`src/core/acipm_defines.vh`:
```
// Register map, field positions and constants for the ADC input control block
`ifndef ACIPM_DEFINES_VH
`define ACIPM_DEFINES_VH

// ****************************************
// Register byte addresses
// ****************************************
`define ACIPM_ADDR_ADC_CTRL 4'h0
`define ACIPM_ADDR_IN_CTRL 4'h4
`define ACIPM_ADDR_PEAK 4'h8
`define ACIPM_ADDR_SAMPLE 4'hC
`define ACIPM_ADDR_W 4

// ****************************************
// Field positions
// ****************************************
`define ACIPM_SEL_LSB 0
`define ACIPM_SEL_MSB 1
`define ACIPM_MUTE_R_BIT 2
`define ACIPM_MUTE_L_BIT 3
`define ACIPM_MUTE_M_BIT 4
`define ACIPM_GAIN_R_LSB 0
`define ACIPM_GAIN_R_MSB 1
`define ACIPM_GAIN_L_LSB 2
`define ACIPM_GAIN_L_MSB 3
`define ACIPM_SAMPLE_VALID_BIT 31

// ****************************************
// Values
// ****************************************
`define ACIPM_SEL_DIFF 2'h3
`define ACIPM_SEL_RESET 2'h0
`define ACIPM_GAIN_RESET 2'h0
`define ACIPM_MUTE_RESET 1'b0
`define ACIPM_RESP_OKAY 2'h0
`define ACIPM_RESP_SLVERR 2'h2
`define ACIPM_HPF_SHIFT 11
`define ACIPM_HPF_FRAC 12
`define ACIPM_PEAK_W 8
`define ACIPM_CH_L 2'h0
`define ACIPM_CH_R 2'h1
`define ACIPM_CH_M 2'h2

`endif

```
`src/core/acipm_fifo.v`:
```
// Synchronous FIFO with valid and ready on both sides
`timescale 1ns/1ps
module acipm_fifo #(
  parameter WIDTH = 22,
  parameter DEPTH = 32,
  parameter AW = 5
) (
  input wire aclk,
  input wire aresetn,
  input wire in_valid,
  output wire in_ready,
  input wire [WIDTH-1:0] in_data,
  output wire out_valid,
  input wire out_ready,
  output wire [WIDTH-1:0] out_data
);
  reg [WIDTH-1:0] mem_q [0:DEPTH-1];
  reg [AW-1:0] wr_q;
  reg [AW-1:0] rd_q;
  reg [AW:0] count_q;
  wire push;
  wire pop;

  assign in_ready = (count_q != DEPTH[AW:0]);
  assign out_valid = (count_q != {(AW+1){1'b0}});
  assign out_data = mem_q[rd_q];
  assign push = in_valid & in_ready;
  assign pop = out_valid & out_ready;

  always @(posedge aclk) begin
    if (push) begin
      mem_q[wr_q] <= in_data;
    end
  end

  always @(posedge aclk) begin
    if (!aresetn) begin
      wr_q <= {AW{1'b0}};
      rd_q <= {AW{1'b0}};
      count_q <= {(AW+1){1'b0}};
    end else begin
      if (push) begin
        wr_q <= (wr_q == DEPTH[AW-1:0] - 1'b1) ? {AW{1'b0}} : wr_q + 1'b1;
      end
      if (pop) begin
        rd_q <= (rd_q == DEPTH[AW-1:0] - 1'b1) ? {AW{1'b0}} : rd_q + 1'b1;
      end
      if (push && !pop) begin
        count_q <= count_q + 1'b1;
      end else if (pop && !push) begin
        count_q <= count_q - 1'b1;
      end
    end
  end
endmodule

```
`src/core/acipm_top.v`:
```
// ADC input selection, mute, gain, DC-blocking filter and peak monitor with AXI4-Lite registers
// How it works
// [RULE_01] Two-bit select field routes one of three stereo input pairs to the ADC.
// [RULE_02] Select value 3 switches the stereo ADC inputs to differential pairs.
// [RULE_03] Three independent mute bits silence right, left and mono ADCs.
// [RULE_04] Separate two-bit left and right gains give 0 to 9 dB in 3 dB steps.
// [RULE_05] A new gain setting reaches the pins on the register write itself.
// [RULE_06] Host should mute a channel before changing its gain.
// [RULE_07] Per channel, the status register holds the largest output level since last read.
// [RULE_08] Reading the peak status clears it to zero; tracking restarts from zero.
// [RULE_09] Decimated samples pass a first-order high-pass filter removing DC.
// [RULE_10] Corner is 3.4 Hz at 44.1 kHz, no ripple, scaling with sample rate.
// [RULE_11] Peak compares two's-complement sample magnitude and keeps the larger.
`timescale 1ns/1ps
`include "acipm_defines.vh"
module acipm_top #(
  parameter SAMPLE_W = 20,
  parameter FIFO_DEPTH = 32,
  parameter FIFO_AW = 5
) (
  input wire aclk,
  input wire aresetn,
  input wire [31:0] s_axi_awaddr,
  input wire s_axi_awvalid,
  output reg s_axi_awready,
  input wire [31:0] s_axi_wdata,
  input wire [3:0] s_axi_wstrb,
  input wire s_axi_wvalid,
  output reg s_axi_wready,
  output reg [1:0] s_axi_bresp,
  output reg s_axi_bvalid,
  input wire s_axi_bready,
  input wire [31:0] s_axi_araddr,
  input wire s_axi_arvalid,
  output reg s_axi_arready,
  output reg [31:0] s_axi_rdata,
  output reg [1:0] s_axi_rresp,
  output reg s_axi_rvalid,
  input wire s_axi_rready,
  input wire dec_valid,
  output reg dec_ready,
  input wire [SAMPLE_W-1:0] dec_left,
  input wire [SAMPLE_W-1:0] dec_right,
  input wire [SAMPLE_W-1:0] dec_mono,
  output reg [1:0] input_pair_select,
  output reg differential_mode,
  output reg right_adc_mute,
  output reg left_adc_mute,
  output reg mono_adc_mute,
  output reg [1:0] right_input_gain,
  output reg [1:0] left_input_gain
);
  localparam FW = SAMPLE_W + 2;
  localparam YW = SAMPLE_W + `ACIPM_HPF_FRAC + 2;
  localparam [1:0] ST_IDLE = 2'h0;
  localparam [1:0] ST_CALC = 2'h1;
  localparam [1:0] ST_PUSH = 2'h2;

  // ****************************************
  // Helpers
  // ****************************************
  function [SAMPLE_W-2:0] mag_of;
    input [SAMPLE_W-1:0] s;
    reg [SAMPLE_W-1:0] n;
    begin
      n = ~s + 1'b1;
      if (!s[SAMPLE_W-1]) begin
        mag_of = s[SAMPLE_W-2:0];
      end else if (n[SAMPLE_W-1]) begin
        mag_of = {(SAMPLE_W-1){1'b1}};
      end else begin
        mag_of = n[SAMPLE_W-2:0];
      end
    end
  endfunction

  function [`ACIPM_PEAK_W-1:0] peak_next;
    input [`ACIPM_PEAK_W-1:0] held;
    input [`ACIPM_PEAK_W-1:0] lvl;
    begin
      peak_next = (lvl > held) ? lvl : held;
    end
  endfunction

  // ****************************************
  // AXI4-Lite write path
  // ****************************************
  reg [`ACIPM_ADDR_W-1:0] waddr_q;
  reg have_aw_q;
  reg [31:0] wdata_q;
  reg [3:0] wstrb_q;
  reg have_w_q;
  wire do_write;
  wire [1:0] sel_wr;

  assign do_write = have_aw_q & have_w_q & ~s_axi_bvalid;
  assign sel_wr = wdata_q[`ACIPM_SEL_MSB:`ACIPM_SEL_LSB];

  always @(posedge aclk) begin
    if (!aresetn) begin
      s_axi_awready <= 1'b1;
      s_axi_wready <= 1'b1;
      s_axi_bvalid <= 1'b0;
      s_axi_bresp <= `ACIPM_RESP_OKAY;
      have_aw_q <= 1'b0;
      have_w_q <= 1'b0;
      waddr_q <= {`ACIPM_ADDR_W{1'b0}};
      wdata_q <= 32'h0000_0000;
      wstrb_q <= 4'h0;
      input_pair_select <= `ACIPM_SEL_RESET;
      differential_mode <= 1'b0;
      right_adc_mute <= `ACIPM_MUTE_RESET;
      left_adc_mute <= `ACIPM_MUTE_RESET;
      mono_adc_mute <= `ACIPM_MUTE_RESET;
      right_input_gain <= `ACIPM_GAIN_RESET;
      left_input_gain <= `ACIPM_GAIN_RESET;
    end else begin
      if (s_axi_awvalid && s_axi_awready) begin
        waddr_q <= s_axi_awaddr[`ACIPM_ADDR_W-1:0];
        have_aw_q <= 1'b1;
        s_axi_awready <= 1'b0;
      end
      if (s_axi_wvalid && s_axi_wready) begin
        wdata_q <= s_axi_wdata;
        wstrb_q <= s_axi_wstrb;
        have_w_q <= 1'b1;
        s_axi_wready <= 1'b0;
      end
      if (do_write) begin
        s_axi_bvalid <= 1'b1;
        s_axi_bresp <= `ACIPM_RESP_OKAY;
        have_aw_q <= 1'b0;
        have_w_q <= 1'b0;
        case (waddr_q)
          `ACIPM_ADDR_ADC_CTRL: begin
            if (wstrb_q[0]) begin
              input_pair_select <= sel_wr; // [RULE_01]
              differential_mode <= (sel_wr == `ACIPM_SEL_DIFF); // [RULE_02]
              right_adc_mute <= wdata_q[`ACIPM_MUTE_R_BIT]; // [RULE_03]
              left_adc_mute <= wdata_q[`ACIPM_MUTE_L_BIT]; // [RULE_03]
              mono_adc_mute <= wdata_q[`ACIPM_MUTE_M_BIT]; // [RULE_03]
            end
          end
          `ACIPM_ADDR_IN_CTRL: begin
            if (wstrb_q[0]) begin
              // Pins follow at once, no zero-crossing wait [RULE_05]
              right_input_gain <= wdata_q[`ACIPM_GAIN_R_MSB:`ACIPM_GAIN_R_LSB]; // [RULE_04]
              left_input_gain <= wdata_q[`ACIPM_GAIN_L_MSB:`ACIPM_GAIN_L_LSB]; // [RULE_04]
            end
          end
          `ACIPM_ADDR_PEAK, `ACIPM_ADDR_SAMPLE: begin
            s_axi_bresp <= `ACIPM_RESP_OKAY;
          end
          default: begin
            s_axi_bresp <= `ACIPM_RESP_SLVERR;
          end
        endcase
      end
      if (s_axi_bvalid && s_axi_bready) begin
        s_axi_bvalid <= 1'b0;
        s_axi_awready <= 1'b1;
        s_axi_wready <= 1'b1;
      end
    end
  end

  // ****************************************
  // Sample path: high-pass filter, mute, FIFO
  // ****************************************
  reg [1:0] state_q;
  reg [1:0] ch_q;
  reg [SAMPLE_W-1:0] cap_q [0:2];
  reg [SAMPLE_W-1:0] hp_x_q [0:2];
  reg signed [YW-1:0] hp_y_q [0:2];
  reg [SAMPLE_W-1:0] out_q;
  reg out_new_q;
  reg chan_mute;
  reg signed [YW-1:0] x_now;
  reg signed [YW-1:0] x_old;
  reg signed [YW-1:0] y_nxt;
  reg signed [YW-1:0] y_rnd;
  reg [SAMPLE_W-1:0] y_sat;
  wire fifo_in_ready;
  wire fifo_out_valid;
  wire [FW-1:0] fifo_out_data;
  wire fifo_pop;
  wire fifo_push;
  integer i;

  assign fifo_push = (state_q == ST_PUSH);

  always @* begin
    case (ch_q)
      `ACIPM_CH_L: chan_mute = left_adc_mute;
      `ACIPM_CH_R: chan_mute = right_adc_mute;
      default: chan_mute = mono_adc_mute;
    endcase
    x_now = $signed({{2{cap_q[ch_q][SAMPLE_W-1]}}, cap_q[ch_q], {`ACIPM_HPF_FRAC{1'b0}}});
    x_old = $signed({{2{hp_x_q[ch_q][SAMPLE_W-1]}}, hp_x_q[ch_q], {`ACIPM_HPF_FRAC{1'b0}}});
    // y = x - x_prev + (1 - 2^-11) y_prev: pole set relative to Fs [RULE_09] [RULE_10]
    y_nxt = x_now - x_old + hp_y_q[ch_q] - (hp_y_q[ch_q] >>> `ACIPM_HPF_SHIFT);
    y_rnd = y_nxt >>> `ACIPM_HPF_FRAC;
    if (y_rnd > $signed({3'b000, {(SAMPLE_W-1){1'b1}}, {(YW-SAMPLE_W-2){1'b0}}}) >>> (YW-SAMPLE_W-2)) begin
      y_sat = {1'b0, {(SAMPLE_W-1){1'b1}}};
    end else if (y_rnd < -($signed({3'b000, {(SAMPLE_W-1){1'b1}}}) + 1)) begin
      y_sat = {1'b1, {(SAMPLE_W-1){1'b0}}};
    end else begin
      y_sat = y_rnd[SAMPLE_W-1:0];
    end
  end

  always @(posedge aclk) begin
    if (!aresetn) begin
      state_q <= ST_IDLE;
      ch_q <= `ACIPM_CH_L;
      dec_ready <= 1'b0;
      out_q <= {SAMPLE_W{1'b0}};
      out_new_q <= 1'b0;
      for (i = 0; i < 3; i = i + 1) begin
        cap_q[i] <= {SAMPLE_W{1'b0}};
        hp_x_q[i] <= {SAMPLE_W{1'b0}};
        hp_y_q[i] <= {YW{1'b0}};
      end
    end else begin
      out_new_q <= 1'b0;
      case (state_q)
        ST_IDLE: begin
          dec_ready <= 1'b1;
          if (dec_valid && dec_ready) begin
            cap_q[0] <= dec_left;
            cap_q[1] <= dec_right;
            cap_q[2] <= dec_mono;
            dec_ready <= 1'b0;
            ch_q <= `ACIPM_CH_L;
            state_q <= ST_CALC;
          end
        end
        ST_CALC: begin
          hp_x_q[ch_q] <= x_now[SAMPLE_W+`ACIPM_HPF_FRAC-1:`ACIPM_HPF_FRAC]; // [RULE_09]
          hp_y_q[ch_q] <= y_nxt; // [RULE_09]
          out_q <= chan_mute ? {SAMPLE_W{1'b0}} : y_sat; // [RULE_03]
          out_new_q <= 1'b1;
          state_q <= ST_PUSH;
        end
        ST_PUSH: begin
          // Full FIFO stalls here, which holds dec_ready low upstream
          if (fifo_in_ready) begin
            if (ch_q == `ACIPM_CH_M) begin
              state_q <= ST_IDLE;
            end else begin
              ch_q <= ch_q + 2'h1;
              state_q <= ST_CALC;
            end
          end
        end
        default: begin
          state_q <= ST_IDLE;
        end
      endcase
    end
  end

  acipm_fifo #(
    .WIDTH(FW),
    .DEPTH(FIFO_DEPTH),
    .AW(FIFO_AW)
  ) u_fifo (
    .aclk(aclk),
    .aresetn(aresetn),
    .in_valid(fifo_push),
    .in_ready(fifo_in_ready),
    .in_data({ch_q, out_q}),
    .out_valid(fifo_out_valid),
    .out_ready(fifo_pop),
    .out_data(fifo_out_data)
  );

  // ****************************************
  // Peak monitor and AXI4-Lite read path
  // ****************************************
  reg [`ACIPM_PEAK_W-1:0] peak_q [0:2];
  wire [SAMPLE_W-2:0] out_mag;
  wire [`ACIPM_PEAK_W-1:0] out_lvl;
  wire rd_take;
  wire rd_peak;
  wire [`ACIPM_ADDR_W-1:0] raddr;

  assign raddr = s_axi_araddr[`ACIPM_ADDR_W-1:0];
  assign rd_take = s_axi_arvalid & s_axi_arready;
  assign rd_peak = rd_take & (raddr == `ACIPM_ADDR_PEAK);
  assign fifo_pop = rd_take & (raddr == `ACIPM_ADDR_SAMPLE) & fifo_out_valid;
  assign out_mag = mag_of(out_q); // [RULE_11]
  assign out_lvl = out_mag[SAMPLE_W-2:SAMPLE_W-1-`ACIPM_PEAK_W];

  always @(posedge aclk) begin
    if (!aresetn) begin
      for (i = 0; i < 3; i = i + 1) begin
        peak_q[i] <= {`ACIPM_PEAK_W{1'b0}};
      end
    end else begin
      for (i = 0; i < 3; i = i + 1) begin
        if (out_new_q && ch_q == i[1:0]) begin
          // New level beats a clear in the same cycle [RULE_08]
          peak_q[i] <= peak_next(rd_peak ? {`ACIPM_PEAK_W{1'b0}} : peak_q[i], out_lvl); // [RULE_07] [RULE_11]
        end else if (rd_peak) begin
          peak_q[i] <= {`ACIPM_PEAK_W{1'b0}}; // [RULE_08]
        end
      end
    end
  end

  always @(posedge aclk) begin
    if (!aresetn) begin
      s_axi_arready <= 1'b1;
      s_axi_rvalid <= 1'b0;
      s_axi_rdata <= 32'h0000_0000;
      s_axi_rresp <= `ACIPM_RESP_OKAY;
    end else begin
      if (rd_take) begin
        s_axi_arready <= 1'b0;
        s_axi_rvalid <= 1'b1;
        s_axi_rresp <= `ACIPM_RESP_OKAY;
        s_axi_rdata <= 32'h0000_0000;
        case (raddr)
          `ACIPM_ADDR_ADC_CTRL: begin
            s_axi_rdata[`ACIPM_SEL_MSB:`ACIPM_SEL_LSB] <= input_pair_select;
            s_axi_rdata[`ACIPM_MUTE_R_BIT] <= right_adc_mute;
            s_axi_rdata[`ACIPM_MUTE_L_BIT] <= left_adc_mute;
            s_axi_rdata[`ACIPM_MUTE_M_BIT] <= mono_adc_mute;
          end
          `ACIPM_ADDR_IN_CTRL: begin
            s_axi_rdata[`ACIPM_GAIN_R_MSB:`ACIPM_GAIN_R_LSB] <= right_input_gain;
            s_axi_rdata[`ACIPM_GAIN_L_MSB:`ACIPM_GAIN_L_LSB] <= left_input_gain;
          end
          `ACIPM_ADDR_PEAK: begin
            s_axi_rdata[3*`ACIPM_PEAK_W-1:0] <= {peak_q[2], peak_q[1], peak_q[0]}; // [RULE_07]
          end
          `ACIPM_ADDR_SAMPLE: begin
            s_axi_rdata[`ACIPM_SAMPLE_VALID_BIT] <= fifo_out_valid;
            s_axi_rdata[FW-1:0] <= fifo_out_valid ? fifo_out_data : {FW{1'b0}};
          end
          default: begin
            s_axi_rresp <= `ACIPM_RESP_SLVERR;
          end
        endcase
      end
      if (s_axi_rvalid && s_axi_rready) begin
        s_axi_rvalid <= 1'b0;
        s_axi_arready <= 1'b1;
      end
    end
  end
endmodule

```
`config.mk`:
```
export PLATFORM = sky130hd
export DESIGN_NAME = acipm_top
export DESIGN_NICKNAME = d
export VERILOG_FILES = /design/src/core/acipm_fifo.v /design/src/core/acipm_top.v
export VERILOG_INCLUDE_DIRS = /design/src /design/src/core
export SDC_FILE = /design/constraint.sdc
export NUM_CORES = 1
export LEC_CHECK = 0
export CORE_UTILIZATION = 35
export CTS_BUF_LIST = sky130_fd_sc_hd__clkbuf_8
export CTS_CLUSTER_SIZE = 16
export DETAILED_ROUTE_END_ITERATION = 10
export DONT_BUFFER_PORTS = 1
export SKIP_LAST_GASP = 1
export SLEW_MARGIN = 10
export SYNTH_ARGS = -nofsm -noshare
export SYNTH_HDL_FRONTEND = slang
export SYNTH_SLANG_ARGS = --single-unit
export TNS_END_PERCENT = 5
```
`constraint.sdc`:
```
create_clock -name aclk -period 5.6 [get_ports aclk]
set_clock_uncertainty 0.2 [all_clocks]
set_input_delay 0.56 -clock aclk [delete_from_list [all_inputs] [get_ports aclk]]
set_output_delay 0.56 -clock aclk [all_outputs]
set_load 0.02 [all_outputs]
```
Yosys cells after proc, flatten, opt, wreduce, memory -nomap -nowiden
Memory sizes are Yosys's and may differ from the RTL's. A register that Yosys moved wholly into a read port is not among the register bits.
Cells that the tools add are included.
- add/subtract/negate cells: 9
- order comparisons: 5
- equality and inequality tests: 17
- multiplexer cells: 85
- bitwise gates (word level): 20
- reductions and logical operators: 30
- operators with widths (cell ; count):
    $mux W20 ; 7
    $mux W8 ; 12
    $mux W19 ; 2
    $add A33 B34 Y34 ; 1
    $mux W1 ; 34
    $mux W34 ; 1
    $pmux W17 S2 ; 1
    $reduce_or A34 Y1 ; 1
    $sub A34 B23 Y34 ; 1
    $sub A32 B32 Y33 ; 1
    $mux W2 ; 16
    $gt A8 B8 Y1 ; 3
    $gt A22 B20 Y1 const B ; 1
    $lt A22 B20 Y1 const B ; 1
    $mux W22 ; 1
    $add A20 B1 Y20 const B ; 1
    $mux W5 ; 4
    $not A20 Y20 ; 1
    $reduce_or A20 Y1 ; 1
    $eq A4 B4 Y1 const B ; 4
    $pmux W4 S4 ; 1
    $mux W6 ; 2
    $add A5 B1 Y5 const B ; 2
    $eq A5 B5 Y1 const B ; 2
    other kinds (26) ; 65
- register bits: 98
- memory bits (writable): 950
- input port bits: 168
- output and inout bits: 52
- logic and storage cells: 199
- memories kept: 5
- memories (memory ; words ; bits a word ; read ports ; clocked after memory_dff ; wr ports ; RTL line ; source):
    u_fifo.mem_q ; 32 ; 22 ; 1 ; 1 ; 1 ; acipm_fifo.v:17 ; reg [WIDTH-1:0] mem_q [0:DEPTH-1];
    hp_y_q ; 3 ; 34 ; 1 ; 1 ; 3 ; acipm_top.v:174 ; reg signed [YW-1:0] hp_y_q [0:2];
    cap_q ; 3 ; 20 ; 1 ; 1 ; 3 ; acipm_top.v:172 ; reg [SAMPLE_W-1:0] cap_q [0:2];
    hp_x_q ; 3 ; 20 ; 1 ; 1 ; 3 ; acipm_top.v:173 ; reg [SAMPLE_W-1:0] hp_x_q [0:2];
    peak_q ; 3 ; 8 ; 3 ; 0 ; 3 ; acipm_top.v:281 ; reg [`ACIPM_PEAK_W-1:0] peak_q [0:2];

Logic depth before layout (Yosys ltp)
- word-level depth: 8
- mapped depth: 20
- mapped depth without buffers: 17

Hierarchy
From an unflattened synthesis, not the netlist that was laid out.
- cells, all modules: 3176
- area total of the unflattened synthesis: 48029.8 µm²
- by module, submodules not included (module ; times used ; cells an instance ; area an instance (µm²) ; sequential area each (µm²)):
    acipm_fifo ; 1 ; 1418 ; 27986.8 ; 21560.7
    acipm_top ; 1 ; 1758 ; 20043.0 ; 10570.1

Least setup slack after synthesis
Ideal clock, no wire load.
- path kind: input-to-reg
- start point: input dec_valid
- end point: memory cap_q[0][0] (enable)
- library setup time: 569 ps
- arrival: 5145 ps
- required time: 4831 ps
- slack: -314 ps
- cell stages on the path: 2
- path buffers: 0
- path through: nand2_1 o31ai_1
- RTL lines (element ; RTL line ; source):
    start, declared ; acipm_top.v:40 ; input wire dec_valid,
    end, declared ; acipm_top.v:172 ;

==> impl_metrics.ini <==
[timing]
finalMaxSlewViolations = 0
tns_ps = 0
rsz0062_at_grt = no
period_minus_slack_ps = 5360
min_period_over_period_pct = 95.8
max_clock_freq_mhz = 186
finalHoldViolCount = 0
fin_ws_ps = 238
holdWs_ps = 133
worstMarginPinSlew_ps = 1260
slew_headroom_pct = 16.1
finalSetupViolations = 0

[min_path]
worstHoldPathType = in -> reg

[grt]
grt_overflow = 0
grt_pass1_vias = 26890
grt_pass1_wl_um = 174000
grt_use_met1_pct = 23.6
antenna_found_initial = 7
track_usage_pct = 17.2
grt_max_degree = 65
grtUsageMet3_pct = 3.21
grt_use_met2_pct = 27.4
top_usage_layer = met2

[yosys]
synth_area_leader_cell = edfxtp_1
synth.top_cell.area_share_pct = 62.4
synth_ff_type = edfxtp_1
netlist_area_um2 = 47900
synth-seq-cells = 1107
synth_area_leaders = edfxtp_1 (62%), mux4_2 (13%), dfxtp_1 (4.6%)
yosysMostFrequentCell = edfxtp_1
synth_common_cells = edfxtp_1 (996), nor2_1 (327), mux4_2 (274)
yosysWarnings = 0
ys_types = 75
synth_area_per_cell_um2 = 16.2
synth_seq_area_share_pct = 67.0
synth_cells = 2959
postSynth.asyncResetShare_pct = 0
synth_edf_count = 996

[routing]
drc = 0
ant_nets = 0
viasPerCell = 5.18
drt-initial-drc-count = 2487
dr_total_vias = 26461
routed_wl_um = 119000
wl_per_cell_um = 23.2
dr.pass1.iters = 6

[clock_network]
cts.root.buffer_cell = clkbuf_8
cts_tree = built
clockBufferDepth = 3
cts_sinks = 1107
clock_latency_ps = 890
cts_buffers = 172
htree_num_levels = 4
clk_pin_slew_ps = 70

[die]
die_h_um = 372
die-area_um2 = 138000
core_um2 = 136000
die_w_um = 372
floorplan.initialDensity_pct = 35.3
rows = 135
io_pins = 220

[cells_and_area]
final_core_util_pct = 40.5
multiInputGateArea_um2 = 14700
layout.nets = 3489
drive_gt1_share_pct = 21.2
layout.cells.non_filler = 5105
syn2layout_area_growth_pct = 14.7
nFillCells = 12270
seqCellArea_um2 = 32200

[setup_path]
worstSetupStartpointType = flip-flop
critPathMaxFanout = 19
endpoint_kind = flip-flop
worstPathArrival_ps = 5930
path_class = reg -> reg
required_ps = 6170

[placement]
dp.cells = 4697
port_buffers = 0
place_ws_ps = 200
routabilityCongestion = 0.887
hpwl_um = 70600

[pwr]
power.density_nw_per_um2 = 361
peakVddDrop_mv = 0.275
p_leak_nw = 18.9

[outcome]
outcome = finished, final reports clean

[run]
maxCapViolations = 0
## worst max-delay path: stages (launching register included)
cell and delay (ps):
dfxtp_4 430, buf_12 200, buf_12 160, mux2i_1 190
nor2_1 50, a21oi_1 180, buf_4 190, fa_1 400
fa_1 490, inv_1 40, ha_2 410, and4_1 270
nand4_1 130, o211ai_1 410, mux2_2 420, and2_1 210
a211o_1 320, buf_4 230, a311oi_1 270
## cell usage in the layout, fill, tap and decap left out, types with 14 or more instances in the layout
master and instances:
edfxtp_1 996, nor2_4 18, dlygate4sd3_1 84, buf_12 14, nand2_1 126, nand4_1 14, inv_1 238, ha_1 90
and2_1 71, clkbuf_8 184, nor2_1 294, nand3_1 32, clkinv_1 27, mux4_2 274, a21oi_1 121, mux2i_1 64
a22oi_1 23, buf_4 112, a21o_1 25, nor2_2 15, o21ai_0 56, dfxtp_1 103, xnor2_1 14, xor2_1 14
fa_1 45
## cell families after synthesis
group	Yosys count	share of synthesized area (%)
adders and majority gates	136	4.25
buffers and inverters	339	2.85
xor gates and xnor gates	28	0.512
and+or+nand+nor	655	6.13
muxes	346	14.4
other	1	0.00782
AOI/OAI and AO/OA	347	4.81
DFF	1107	67.0
## repair_timing
item / CTS / global route
resized for setup: 0 / 3
buffers inserted: 0 / 11
endpoints found under the setup margin: 0 / 19
hold buffers: 84 / 0
hold endpoints to repair: 145 / 0
## registers in the layout (all words and copies together) (netlist names), 2 cells and up, named ones only
register           cells
wdata_q                5
state_q                2
u_fifo.rd_q            5
ch_q                   2
u_fifo.mem_q         704
cap_q                 60
u_fifo.count_q         6
input_pair_select      2
hp_x_q                80
right_input_gain       2
waddr_q                4
left_input_gain        2
u_fifo.wr_q            5
out_q                 20
hp_y_q               136
peak_q                24
s_axi_rdata           25
## power breakdown
| part | switching, mW | internal (mW) | leakage (nW) |
|---|---|---|---|
| Sequential | 0.0622 | 9.42 | 10.3 |
| Clock | 3.25 | 3.30 | 1.92 |
| Combinational | 2.53 | 1.29 | 6.63 |
## final timing paths
check                           endpoint  cells past startpoint                     from  slack [ps]
max                out_q[6]$_SDFFE_PN0N_                     18                flip-flop         240
max reg2reg        out_q[6]$_SDFFE_PN0N_                     18                flip-flop         240
min reg2reg      waddr_q[3]$_SDFFE_PN0P_                      2  waddr_q[3]$_SDFFE_PN0P_         260
min          s_axi_rdata[5]$_SDFFE_PN0P_                      5          s_axi_araddr[3]         130
## through the flow
step / area, µm² / total power, mW
finish: 55000 / 19.9
detailed placement: 50800 / 13.4
floorplan: 48000 / 12.3
global placement: 50800 / 13.3
global route: 55000 / 20.7
CTS: 54900 / 20.0
## routing by layer
metal  vias up  routed length, µm
met5         -                 37
met4         6               2570
met3       155               8120
met2       899              55900
met1     13609              51900
li1      11792                  -
## layout make-up
class	count	share of cell area, %
clock buffers	184	4.61
flip-flops and latches	1107	58.5
inverters	173	1.19
repair buffers	210	3.57
well taps	1781	4.05
clock inverters	124	1.36
diodes	5	0.0228
multi-input cells	1521	26.7
(Power assumes the default switching activity.)
